**src/design/swpm_pkg.sv**
```systemverilog
/*
 package for the spin-wait and paired-single merge execute slice.
 assumes one core clock; all pipeline inputs arrive on that clock.
*/
package swpm_pkg;

   // instruction fields
   localparam int OP_HI        = 31;
   localparam int OP_LO        = 26;
   localparam int RS_HI        = 25;
   localparam int RS_LO        = 21;
   localparam int RT_HI        = 20;
   localparam int RT_LO        = 16;
   localparam int RD_HI        = 15;
   localparam int RD_LO        = 11;
   localparam int SA_HI        = 10;
   localparam int SA_LO        = 6;
   localparam int FN_HI        = 5;
   localparam int FN_LO        = 0;

   // encodings
   localparam logic [5:0]  OPC_ORI      = 6'h0d;
   localparam logic [5:0]  OPC_SPECIAL  = 6'h00;
   localparam logic [5:0]  OPC_FPCOP    = 6'h11;
   localparam logic [4:0]  FMT_PS       = 5'h16;
   localparam logic [5:0]  FN_SHIFT_LL  = 6'h00;
   localparam logic [4:0]  SA_SPIN      = 5'h05;
   localparam logic [5:0]  FN_MRG_LL    = 6'h2c;
   localparam logic [5:0]  FN_MRG_LU    = 6'h2d;

   // exception codes
   localparam logic [1:0]  EXC_NONE     = 2'h0;
   localparam logic [1:0]  EXC_RESV     = 2'h1;
   localparam logic [1:0]  EXC_COP_UNU  = 2'h2;

   // register port
   localparam int          ADDR_W       = 4;
   localparam logic [3:0]  ADR_CTRL     = 4'h0;
   localparam logic [3:0]  ADR_STAT     = 4'h4;
   localparam logic [3:0]  ADR_MASK     = 4'h8;
   localparam logic [3:0]  ADR_STATE    = 4'hc;

   // control bits
   localparam int          CTL_SPIN_EN  = 0;
   localparam int          CTL_REV6     = 1;
   localparam int          CTL_MT       = 2;
   localparam int          CTL_PS_EN    = 3;
   localparam logic [3:0]  CTRL_RESET   = 4'h9;

   // event bits
   localparam int          EV_RESV      = 0;
   localparam int          EV_COP_UNU   = 1;
   localparam int          EV_WAIT      = 2;
   localparam int          EV_RELEASE   = 3;
   localparam int          EV_N         = 4;
   localparam logic [3:0]  MASK_RESET   = 4'h0;

   typedef enum logic [0:0] {
      SWPM_RUN  = 1'b0,
      SWPM_WAIT = 1'b1
   } swpm_state_t;

   typedef struct packed {
      logic        valid;
      logic [31:0] word;
      logic        delay_slot;
      logic        forbidden_slot;
      logic [63:0] rs_val;
      logic [63:0] fs_val;
      logic [63:0] ft_val;
   } swpm_instr_t;

   typedef struct packed {
      logic        gpr_we;
      logic [4:0]  gpr_idx;
      logic [63:0] gpr_data;
      logic        fpr_we;
      logic [4:0]  fpr_idx;
      logic [63:0] fpr_data;
   } swpm_wb_t;

   typedef struct packed {
      logic       valid;
      logic [1:0] code;
   } swpm_exc_t;

endpackage

```
**src/design/swpm_sticky.sv**
```systemverilog
/*
 one sticky event bit.
 assumes set and clear come from logic on the same clock.
*/
`timescale 1ns/1ps
module swpm_sticky (
   // clock and reset
   input  wire logic clk,
   input  wire logic rst,
   // event and clear
   input  wire logic set,
   input  wire logic clr,
   // state
   output logic      q
);
   logic q_next;

   // set beats a clear in the same cycle so no event is lost
   assign q_next = set | (q & ~clr);

   always_ff @(posedge clk or posedge rst) begin
      if (rst) begin
         q <= 1'b0;
      end else begin
         q <= q_next;
      end
   end
endmodule

```
**src/design/swpm_merge.sv**
```systemverilog
/*
 paired-single merge datapath, combinational.
 assumes operands are 64-bit register images (64-bit register mode).
*/
`timescale 1ns/1ps
module swpm_merge (
   // operands
   input  wire logic [63:0] src_a,
   input  wire logic [63:0] src_b,
   // select upper half of the second operand
   input  wire logic        take_upper,
   // result
   output logic [63:0]      result
);
   logic [31:0] b_half;

   assign b_half = take_upper ? src_b[63:32] : src_b[31:0];
   // pure move: nothing here feeds any status or flag
   assign result = {src_a[31:0], b_half};
endmodule

```
**src/design/swpm_exec.sv**
```systemverilog
/*
 decode and execute for or-immediate, spin-wait and the two
 paired-single merge operations, with a small register port.
 assumes the pipeline presents one instruction per valid cycle,
 honours issue_stall, and that ll_set and remote_store come from
 the core's load-linked and coherence logic on the same clock.
*/
`timescale 1ns/1ps

module swpm_exec (
   // clock and reset
   input  wire logic                        clk,
   input  wire logic                        rst,
   // instruction issue
   input  wire swpm_pkg::swpm_instr_t       instr,
   output logic                             issue_stall,
   // core state
   input  wire logic                        fpu_enabled,
   input  wire logic                        ll_set,
   input  wire logic                        remote_store,
   input  wire logic                        ext_event,
   // results
   output swpm_pkg::swpm_wb_t               wb,
   output swpm_pkg::swpm_exc_t              exc,
   output logic                             link_reservation_flag,
   // register port
   input  wire logic [swpm_pkg::ADDR_W-1:0] addr,
   input  wire logic [31:0]                 wr_data,
   input  wire logic                        wr_en,
   input  wire logic                        rd_en,
   output logic [31:0]                      rd_data,
   // interrupt
   output logic                             irq
);
   import swpm_pkg::*;

   // instruction fields
   wire logic [5:0]  f_op;
   wire logic [4:0]  f_rs;
   wire logic [4:0]  f_rt;
   wire logic [4:0]  f_rd;
   wire logic [4:0]  f_sa;
   wire logic [5:0]  f_fn;
   wire logic [63:0] imm_zx;

   assign f_op   = instr.word[OP_HI:OP_LO];
   assign f_rs   = instr.word[RS_HI:RS_LO];
   assign f_rt   = instr.word[RT_HI:RT_LO];
   assign f_rd   = instr.word[RD_HI:RD_LO];
   assign f_sa   = instr.word[SA_HI:SA_LO];
   assign f_fn   = instr.word[FN_HI:FN_LO];
   assign imm_zx = {48'h0000_0000_0000, instr.word[15:0]};

   // registers
   logic [3:0]  ctrl_reg;
   logic [3:0]  mask_reg;
   logic [3:0]  stat_q;
   swpm_state_t state_reg;
   swpm_state_t state_next;
   logic        link_reservation_flag_reg;
   logic        link_reservation_flag_next;
   logic        stall_reg;
   logic        stall_next;
   swpm_wb_t    wb_reg;
   swpm_wb_t    wb_next;
   swpm_exc_t   exc_reg;
   swpm_exc_t   exc_next;
   logic [31:0] rd_reg;
   logic [31:0] rd_next;
   logic        irq_reg;
   logic        irq_next;

   // control fields
   wire logic spin_en;
   wire logic rev6;
   wire logic multi_thread;
   wire logic ps_en;

   assign spin_en      = ctrl_reg[CTL_SPIN_EN];
   assign rev6         = ctrl_reg[CTL_REV6];
   assign multi_thread = ctrl_reg[CTL_MT];
   assign ps_en        = ctrl_reg[CTL_PS_EN];

   // decode; an instruction is only taken while issue runs
   wire logic take;
   wire logic is_ori;
   wire logic is_spin;
   wire logic is_ps;
   wire logic is_mrg_ll;
   wire logic is_mrg_lu;
   wire logic in_slot;

   assign take    = instr.valid & (state_reg == SWPM_RUN);
   assign is_ori  = take & (f_op == OPC_ORI);
   assign is_spin = take & (f_op == OPC_SPECIAL) & (f_rs == 5'h00)
                    & (f_rt == 5'h00) & (f_rd == 5'h00)
                    & (f_sa == SA_SPIN) & (f_fn == FN_SHIFT_LL);
   assign is_ps   = take & (f_op == OPC_FPCOP) & (f_rs == FMT_PS);
   assign is_mrg_ll = is_ps & (f_fn == FN_MRG_LL);
   assign is_mrg_lu = is_ps & (f_fn == FN_MRG_LU);
   assign in_slot = instr.delay_slot | instr.forbidden_slot;

   // exception causes
   wire logic spin_resv;
   wire logic mrg_any;
   wire logic mrg_cop_unu;
   wire logic mrg_resv;
   wire logic mrg_ok;
   wire logic spin_go;

   // older revisions leave slot placement to software
   assign spin_resv   = is_spin & rev6 & in_slot;
   assign mrg_any     = is_mrg_ll | is_mrg_lu;
   assign mrg_cop_unu = mrg_any & ~fpu_enabled;
   assign mrg_resv    = mrg_any & fpu_enabled
                        & (rev6 | ~ps_en);
   assign mrg_ok      = mrg_any & ~mrg_cop_unu & ~mrg_resv;
   // an unimplemented spin-wait falls through as a plain no-op, unless rev6 puts it in a slot
   assign spin_go     = is_spin & spin_en & ~spin_resv;

   // merge datapath
   wire logic [63:0] mrg_result;

   swpm_merge u_merge (
      .src_a      (instr.fs_val),
      .src_b      (instr.ft_val),
      .take_upper (is_mrg_lu),
      .result     (mrg_result)
   );

   // link reservation flag
   // a fresh load-linked wins over a remote store in the same cycle
   assign link_reservation_flag_next = ll_set | (link_reservation_flag_reg & ~remote_store);

   // spin-wait sequencing
   wire logic wake;

   // single-thread waits also end on an external event; a
   // relinquished thread waits for its flag only
   assign wake = ~link_reservation_flag_next
                 | (~multi_thread & ext_event);

   always_comb begin
      state_next = state_reg;
      stall_next = stall_reg;
      case (state_reg)
         SWPM_RUN: begin
            if (spin_go && link_reservation_flag_reg && !wake) begin
               state_next = SWPM_WAIT;
               stall_next = 1'b1;
            end
         end
         SWPM_WAIT: begin
            if (wake) begin
               state_next = SWPM_RUN;
               stall_next = 1'b0;
            end
         end
         default: begin
            state_next = SWPM_RUN;
            stall_next = 1'b0;
         end
      endcase
   end

   // write-back; merges never touch the fp control/status word
   always_comb begin
      wb_next = '0;
      if (is_ori) begin
         wb_next.gpr_we   = 1'b1;
         wb_next.gpr_idx  = f_rt;
         wb_next.gpr_data = instr.rs_val | imm_zx;
      end
      if (mrg_ok) begin
         wb_next.fpr_we   = 1'b1;
         wb_next.fpr_idx  = f_sa;
         wb_next.fpr_data = mrg_result;
      end
   end

   // exceptions; or-immediate and merges raise no arithmetic ones
   always_comb begin
      exc_next = '0;
      if (mrg_cop_unu) begin
         exc_next.valid = 1'b1;
         exc_next.code  = EXC_COP_UNU;
      end else if (spin_resv || mrg_resv) begin
         exc_next.valid = 1'b1;
         exc_next.code  = EXC_RESV;
      end
   end

   // register port decode
   wire logic wr_ctrl;
   wire logic wr_mask;
   wire logic rd_stat;
   wire logic [3:0] ev_set;
   wire logic [3:0] stat_view;

   assign wr_ctrl = wr_en & (addr == ADR_CTRL);
   assign wr_mask = wr_en & (addr == ADR_MASK);
   assign rd_stat = rd_en & (addr == ADR_STAT);

   assign ev_set[EV_RESV]    = spin_resv | mrg_resv;
   assign ev_set[EV_COP_UNU] = mrg_cop_unu;
   assign ev_set[EV_WAIT]    = (state_reg == SWPM_RUN)
                               & (state_next == SWPM_WAIT);
   assign ev_set[EV_RELEASE] = (state_reg == SWPM_WAIT)
                               & (state_next == SWPM_RUN);

   // a status read returns the bits and clears them
   genvar gi;
   generate
      for (gi = 0; gi < EV_N; gi++) begin : g_ev
         swpm_sticky u_bit (
            .clk (clk),
            .rst (rst),
            .set (ev_set[gi]),
            .clr (rd_stat),
            .q   (stat_q[gi])
         );
      end
   endgenerate

   assign stat_view = stat_q;

   always_comb begin
      rd_next = 32'h0000_0000;
      if (rd_en) begin
         if (addr == ADR_CTRL) begin
            rd_next = {28'h000_0000, ctrl_reg};
         end else if (addr == ADR_STAT) begin
            rd_next = {28'h000_0000, stat_view};
         end else if (addr == ADR_MASK) begin
            rd_next = {28'h000_0000, mask_reg};
         end else if (addr == ADR_STATE) begin
            rd_next = {30'h000_0000, link_reservation_flag_reg, stall_reg};
         end else begin
            rd_next = 32'h0000_0000;
         end
      end
   end

   // level interrupt from the sticky bits gated by the mask; it looks
   // at the bits as they will be after this edge so it moves with them
   wire logic [3:0] stat_after;

   assign stat_after = ev_set | (stat_q & {4{~rd_stat}});
   assign irq_next   = |(stat_after & mask_reg);

   // state registers
   always_ff @(posedge clk or posedge rst) begin
      if (rst) begin
         state_reg <= SWPM_RUN;
         stall_reg <= 1'b0;
         link_reservation_flag_reg <= 1'b0;
      end else begin
         state_reg <= state_next;
         stall_reg <= stall_next;
         link_reservation_flag_reg <= link_reservation_flag_next;
      end
   end

   always_ff @(posedge clk or posedge rst) begin
      if (rst) begin
         ctrl_reg <= CTRL_RESET;
         mask_reg <= MASK_RESET;
      end else begin
         if (wr_ctrl) begin
            ctrl_reg <= wr_data[3:0];
         end
         if (wr_mask) begin
            mask_reg <= wr_data[3:0];
         end
      end
   end

   always_ff @(posedge clk or posedge rst) begin
      if (rst) begin
         wb_reg  <= '0;
         exc_reg <= '0;
         rd_reg  <= 32'h0000_0000;
         irq_reg <= 1'b0;
      end else begin
         wb_reg  <= wb_next;
         exc_reg <= exc_next;
         rd_reg  <= rd_next;
         irq_reg <= irq_next;
      end
   end

   // outputs
   assign issue_stall           = stall_reg;
   assign wb                    = wb_reg;
   assign exc                   = exc_reg;
   assign link_reservation_flag = link_reservation_flag_reg;
   assign rd_data               = rd_reg;
   assign irq                   = irq_reg;

endmodule

```
**config.mk**
```make
export PLATFORM = sky130hd
export DESIGN_NAME = swpm_exec
export DESIGN_NICKNAME = d
export VERILOG_FILES = /design/src/design/swpm_pkg.sv /design/src/design/swpm_sticky.sv /design/src/design/swpm_merge.sv /design/src/design/swpm_exec.sv
export SDC_FILE = /design/constraint.sdc
export NUM_CORES = 1
export LEC_CHECK = 0
export BUFFER_PORTS_ARGS = -buffer_cell sky130_fd_sc_hd__buf_2
export CAP_MARGIN = 20
export CORE_AREA = 4 4 172 174
export CTS_CLUSTER_SIZE = 20
export DETAILED_ROUTE_END_ITERATION = 8
export DIE_AREA = 0 0 176 178
export GPL_ROUTABILITY_DRIVEN = 1
export HOLD_SLACK_MARGIN = 0.15
export SLEW_MARGIN = 25
export SYNTH_ARGS = -nofsm -noshare
export SYNTH_HDL_FRONTEND = slang
export SYNTH_SLANG_ARGS = --single-unit
```
**constraint.sdc**
```tcl
create_clock -name clk -period 6.8 [get_ports clk]
set_input_delay 1.02 -clock clk [delete_from_list [all_inputs] [get_ports clk]]
set_output_delay 1.02 -clock clk [all_outputs]
set_load 0.02 [all_outputs]
```
==> impl_metrics.env <==
export IMPL_clk_pin_slew_ns=0.07
export IMPL_final_cell_mix="360 x buf_2, 161 x dfrtp_1, 91 x and2_1"
export IMPL_synth_flop_cell="dfrtp_1"
export IMPL_top_usage_layer="met2"
export IMPL_nFillCells=2934
export IMPL_cts_tree="yes"
export IMPL_min_path_type="reg -> reg"
export IMPL_start_kind="input port"
export IMPL_cts_resized=0
export IMPL_end_kind="flip-flop"
export IMPL_setup_violations_final=0
export IMPL_cts_made_buffers=17
export IMPL_synthesis_instances=505
export IMPL_dp_hpwl_um=16000
export IMPL_drt_initial_drc_count=264
export IMPL_clk_path_buf_depth=2
export IMPL_use_met1=0.150
export IMPL_final_common_cell="buf_2"
export IMPL_portBuffers=360
export IMPL_die_w_um=176
export IMPL_max_freq_mhz=383
export IMPL_dieArea_um2=31300
export IMPL_tns_ns=0
export IMPL_period_needed_ns=2.61
export IMPL_power_leakage_nw=5.08
export IMPL_max_slew_worst_pin_slew_ns=0.901
export IMPL_worstSkewPairLatency_ns=0.42
export IMPL_grt_start_max_net_pins=71
export IMPL_worst_r2r_setup_slack_ns=4.46
export IMPL_worstPathArrival_ns=2.88
export IMPL_nNetsFinal=1134
export IMPL_track_usage=0.129
export IMPL_synth_distinct_cells=44
export IMPL_max_cap_violations=0
export IMPL_row_count=61
export IMPL_grt_use_met2=0.232
export IMPL_insertedDiodeCount=0
export IMPL_required_ns=7.06
export IMPL_start_util=0.221
export IMPL_syn_area_um2=6140
export IMPL_areaGrowthSynthToFinish_pct=44.2
export IMPL_hold_buffers=0
export IMPL_io_pins=449
export IMPL_vias=4954
export IMPL_grtUsageMet3=0.0426
export IMPL_wl_um=21000
export IMPL_critical_path_class="in -> reg"
export IMPL_synth_area_per_cell_um2=12.2
export IMPL_synth_edff_count=0
export IMPL_status="complete, no violations"
export IMPL_synth_async_reset_ratio=1.00
export IMPL_antenna_found_initial=1
export IMPL_p_per_area_nw_per_um2=243
export IMPL_place_congestion=0.781
export IMPL_drive_above_1_share=0.482
export IMPL_cp_max_fo=32
export IMPL_htree_levels=4
export IMPL_rsz0062_at_grt="no"
export IMPL_drc=0
export IMPL_dr_pass1_iters=4
export IMPL_ys_ff_latch=163
export IMPL_yosysWarningCount=0
export IMPL_setup_ws_ns=4.19
export IMPL_grt_pass1_wl_um=30400
export IMPL_via_per_inst=3.95
export IMPL_clock_skew_ns=0.0105
export IMPL_yosysTopAreaCell="dfrtp_1"
export IMPL_wl_per_cell_um=16.7
export IMPL_core_area_um2=27800
export IMPL_cts_setup_buffers=0
export IMPL_die_y_um=178
export IMPL_hold_viol=0
export IMPL_netlist_top_cells_area="dfrtp_1 66%, and2_1 9.3%, nand2_1 4.5%"
export IMPL_final_max_slew_viol_count=0
export IMPL_max_vdd_ir_drop_v=0.000148
export IMPL_relSlewSlack=0.399
export IMPL_min_period_over_period=0.384
export IMPL_grt_ovfl_total=0
export IMPL_ys_seq_area_frac=0.665
export IMPL_cts_sinks=163
export IMPL_clk_root_buffer_cell="clkbuf_16"
export IMPL_synth_top_area_frac=0.656
export IMPL_ant_nets=0
export IMPL_largest_reg_flops=140
export IMPL_hold_slack_ns=0.508
export IMPL_grt_pass1_vias=5132
export IMPL_dp_slack_ns=3.62
==> worst max-delay path, stage by stage <==
cell	delay, ns
buf_2	0.11
nor4b_2	0.29
and2_1	0.30
nand3_2	0.69
nand2_1	0.28
a21oi_1	0.14
==> per-layer routing <==
layer  vias up  wire length (um)
met2       253             10700
met4         2               136
met3        11              1850
met5         -                13
li1       2317                 -
met1      2371              8260
==> cells in the mapped netlist, types with 2 or more instances <==
master	instances
inv_1	4
nor4b_1	2
mux4_2	2
mux2_2	7
clkbuf_1	15
a21o_1	4
nor2_1	6
a21oi_1	34
nand4_1	7
nor3_1	2
and2_1	91
dfrtp_1	161
buf_4	34
nand3_1	3
dfstp_2	2
nor4_1	3
nand4b_1	2
o21ai_0	4
buf_2	3
and3_1	4
nor4_2	3
nor2b_1	2
mux2i_1	2
nand2_1	73
o21a_1	16
==> final timing paths <==
path,startpoint,cells past startpoint,endpoint
min in group asynchronous,rst,2,wb[107]
max in group asynchronous,rst,3,g_ev[3].u_bit.q
max,instr[198],6,wb[6]
max reg2reg,state_reg,5,wb[6]
min reg2reg,g_ev[2].u_bit.q,1,g_ev[2].u_bit.q
min,g_ev[2].u_bit.q,1,g_ev[2].u_bit.q
==> stage by stage <==
stage | area, um2 | power, W | std cells | utilization
after floorplan | 6240 | 0.00109 | 532 | -
after global routing | 8850 | 0.00226 | 1254 | 0.319
after global placement | 8240 | 0.00116 | 1222 | 0.296
after CTS | 8850 | 0.00220 | 1254 | 0.319
after detailed placement | 8240 | 0.00116 | 1222 | 0.296
final | 8850 | 0.00215 | 1254 | 0.319
==> area by class of cell <==
cell class / count / area (um2) / area share
flip-flops and latches: 163 / 4080 / 0.461
repair buffers: 364 / 1830 / 0.207
clock buffers: 17 / 425 / 0.0480
multi-input cells: 312 / 1830 / 0.206
clock inverters: 15 / 193 / 0.0218
inverters: 5 / 23.8 / 0.00269
well taps: 378 / 473 / 0.0534
==> cell families (layout without fill, tap and decap cells) <==
group                  Yosys count  count (layout)  share of synthesized area
AO/OA/AOI/OAI                   64              64                     0.0632
buffers and inverters           57             401                     0.0563
flip-flops                     163             163                      0.665
multiplexers                    11              11                     0.0234
other                            1              28                   0.000611
AND/OR/NAND/NOR                209             209                      0.192
==> where the power goes <==
group	total [W]	leakage (nW)	switching (W)	internal (W)
clock	0.00101	0.295	0.000479	0.000533
sequential	0.000998	2.26	0.0000137	0.000984
combinational	0.000144	2.53	0.0000785	0.0000655
Note: power is estimated with default switching activity, not from simulation.
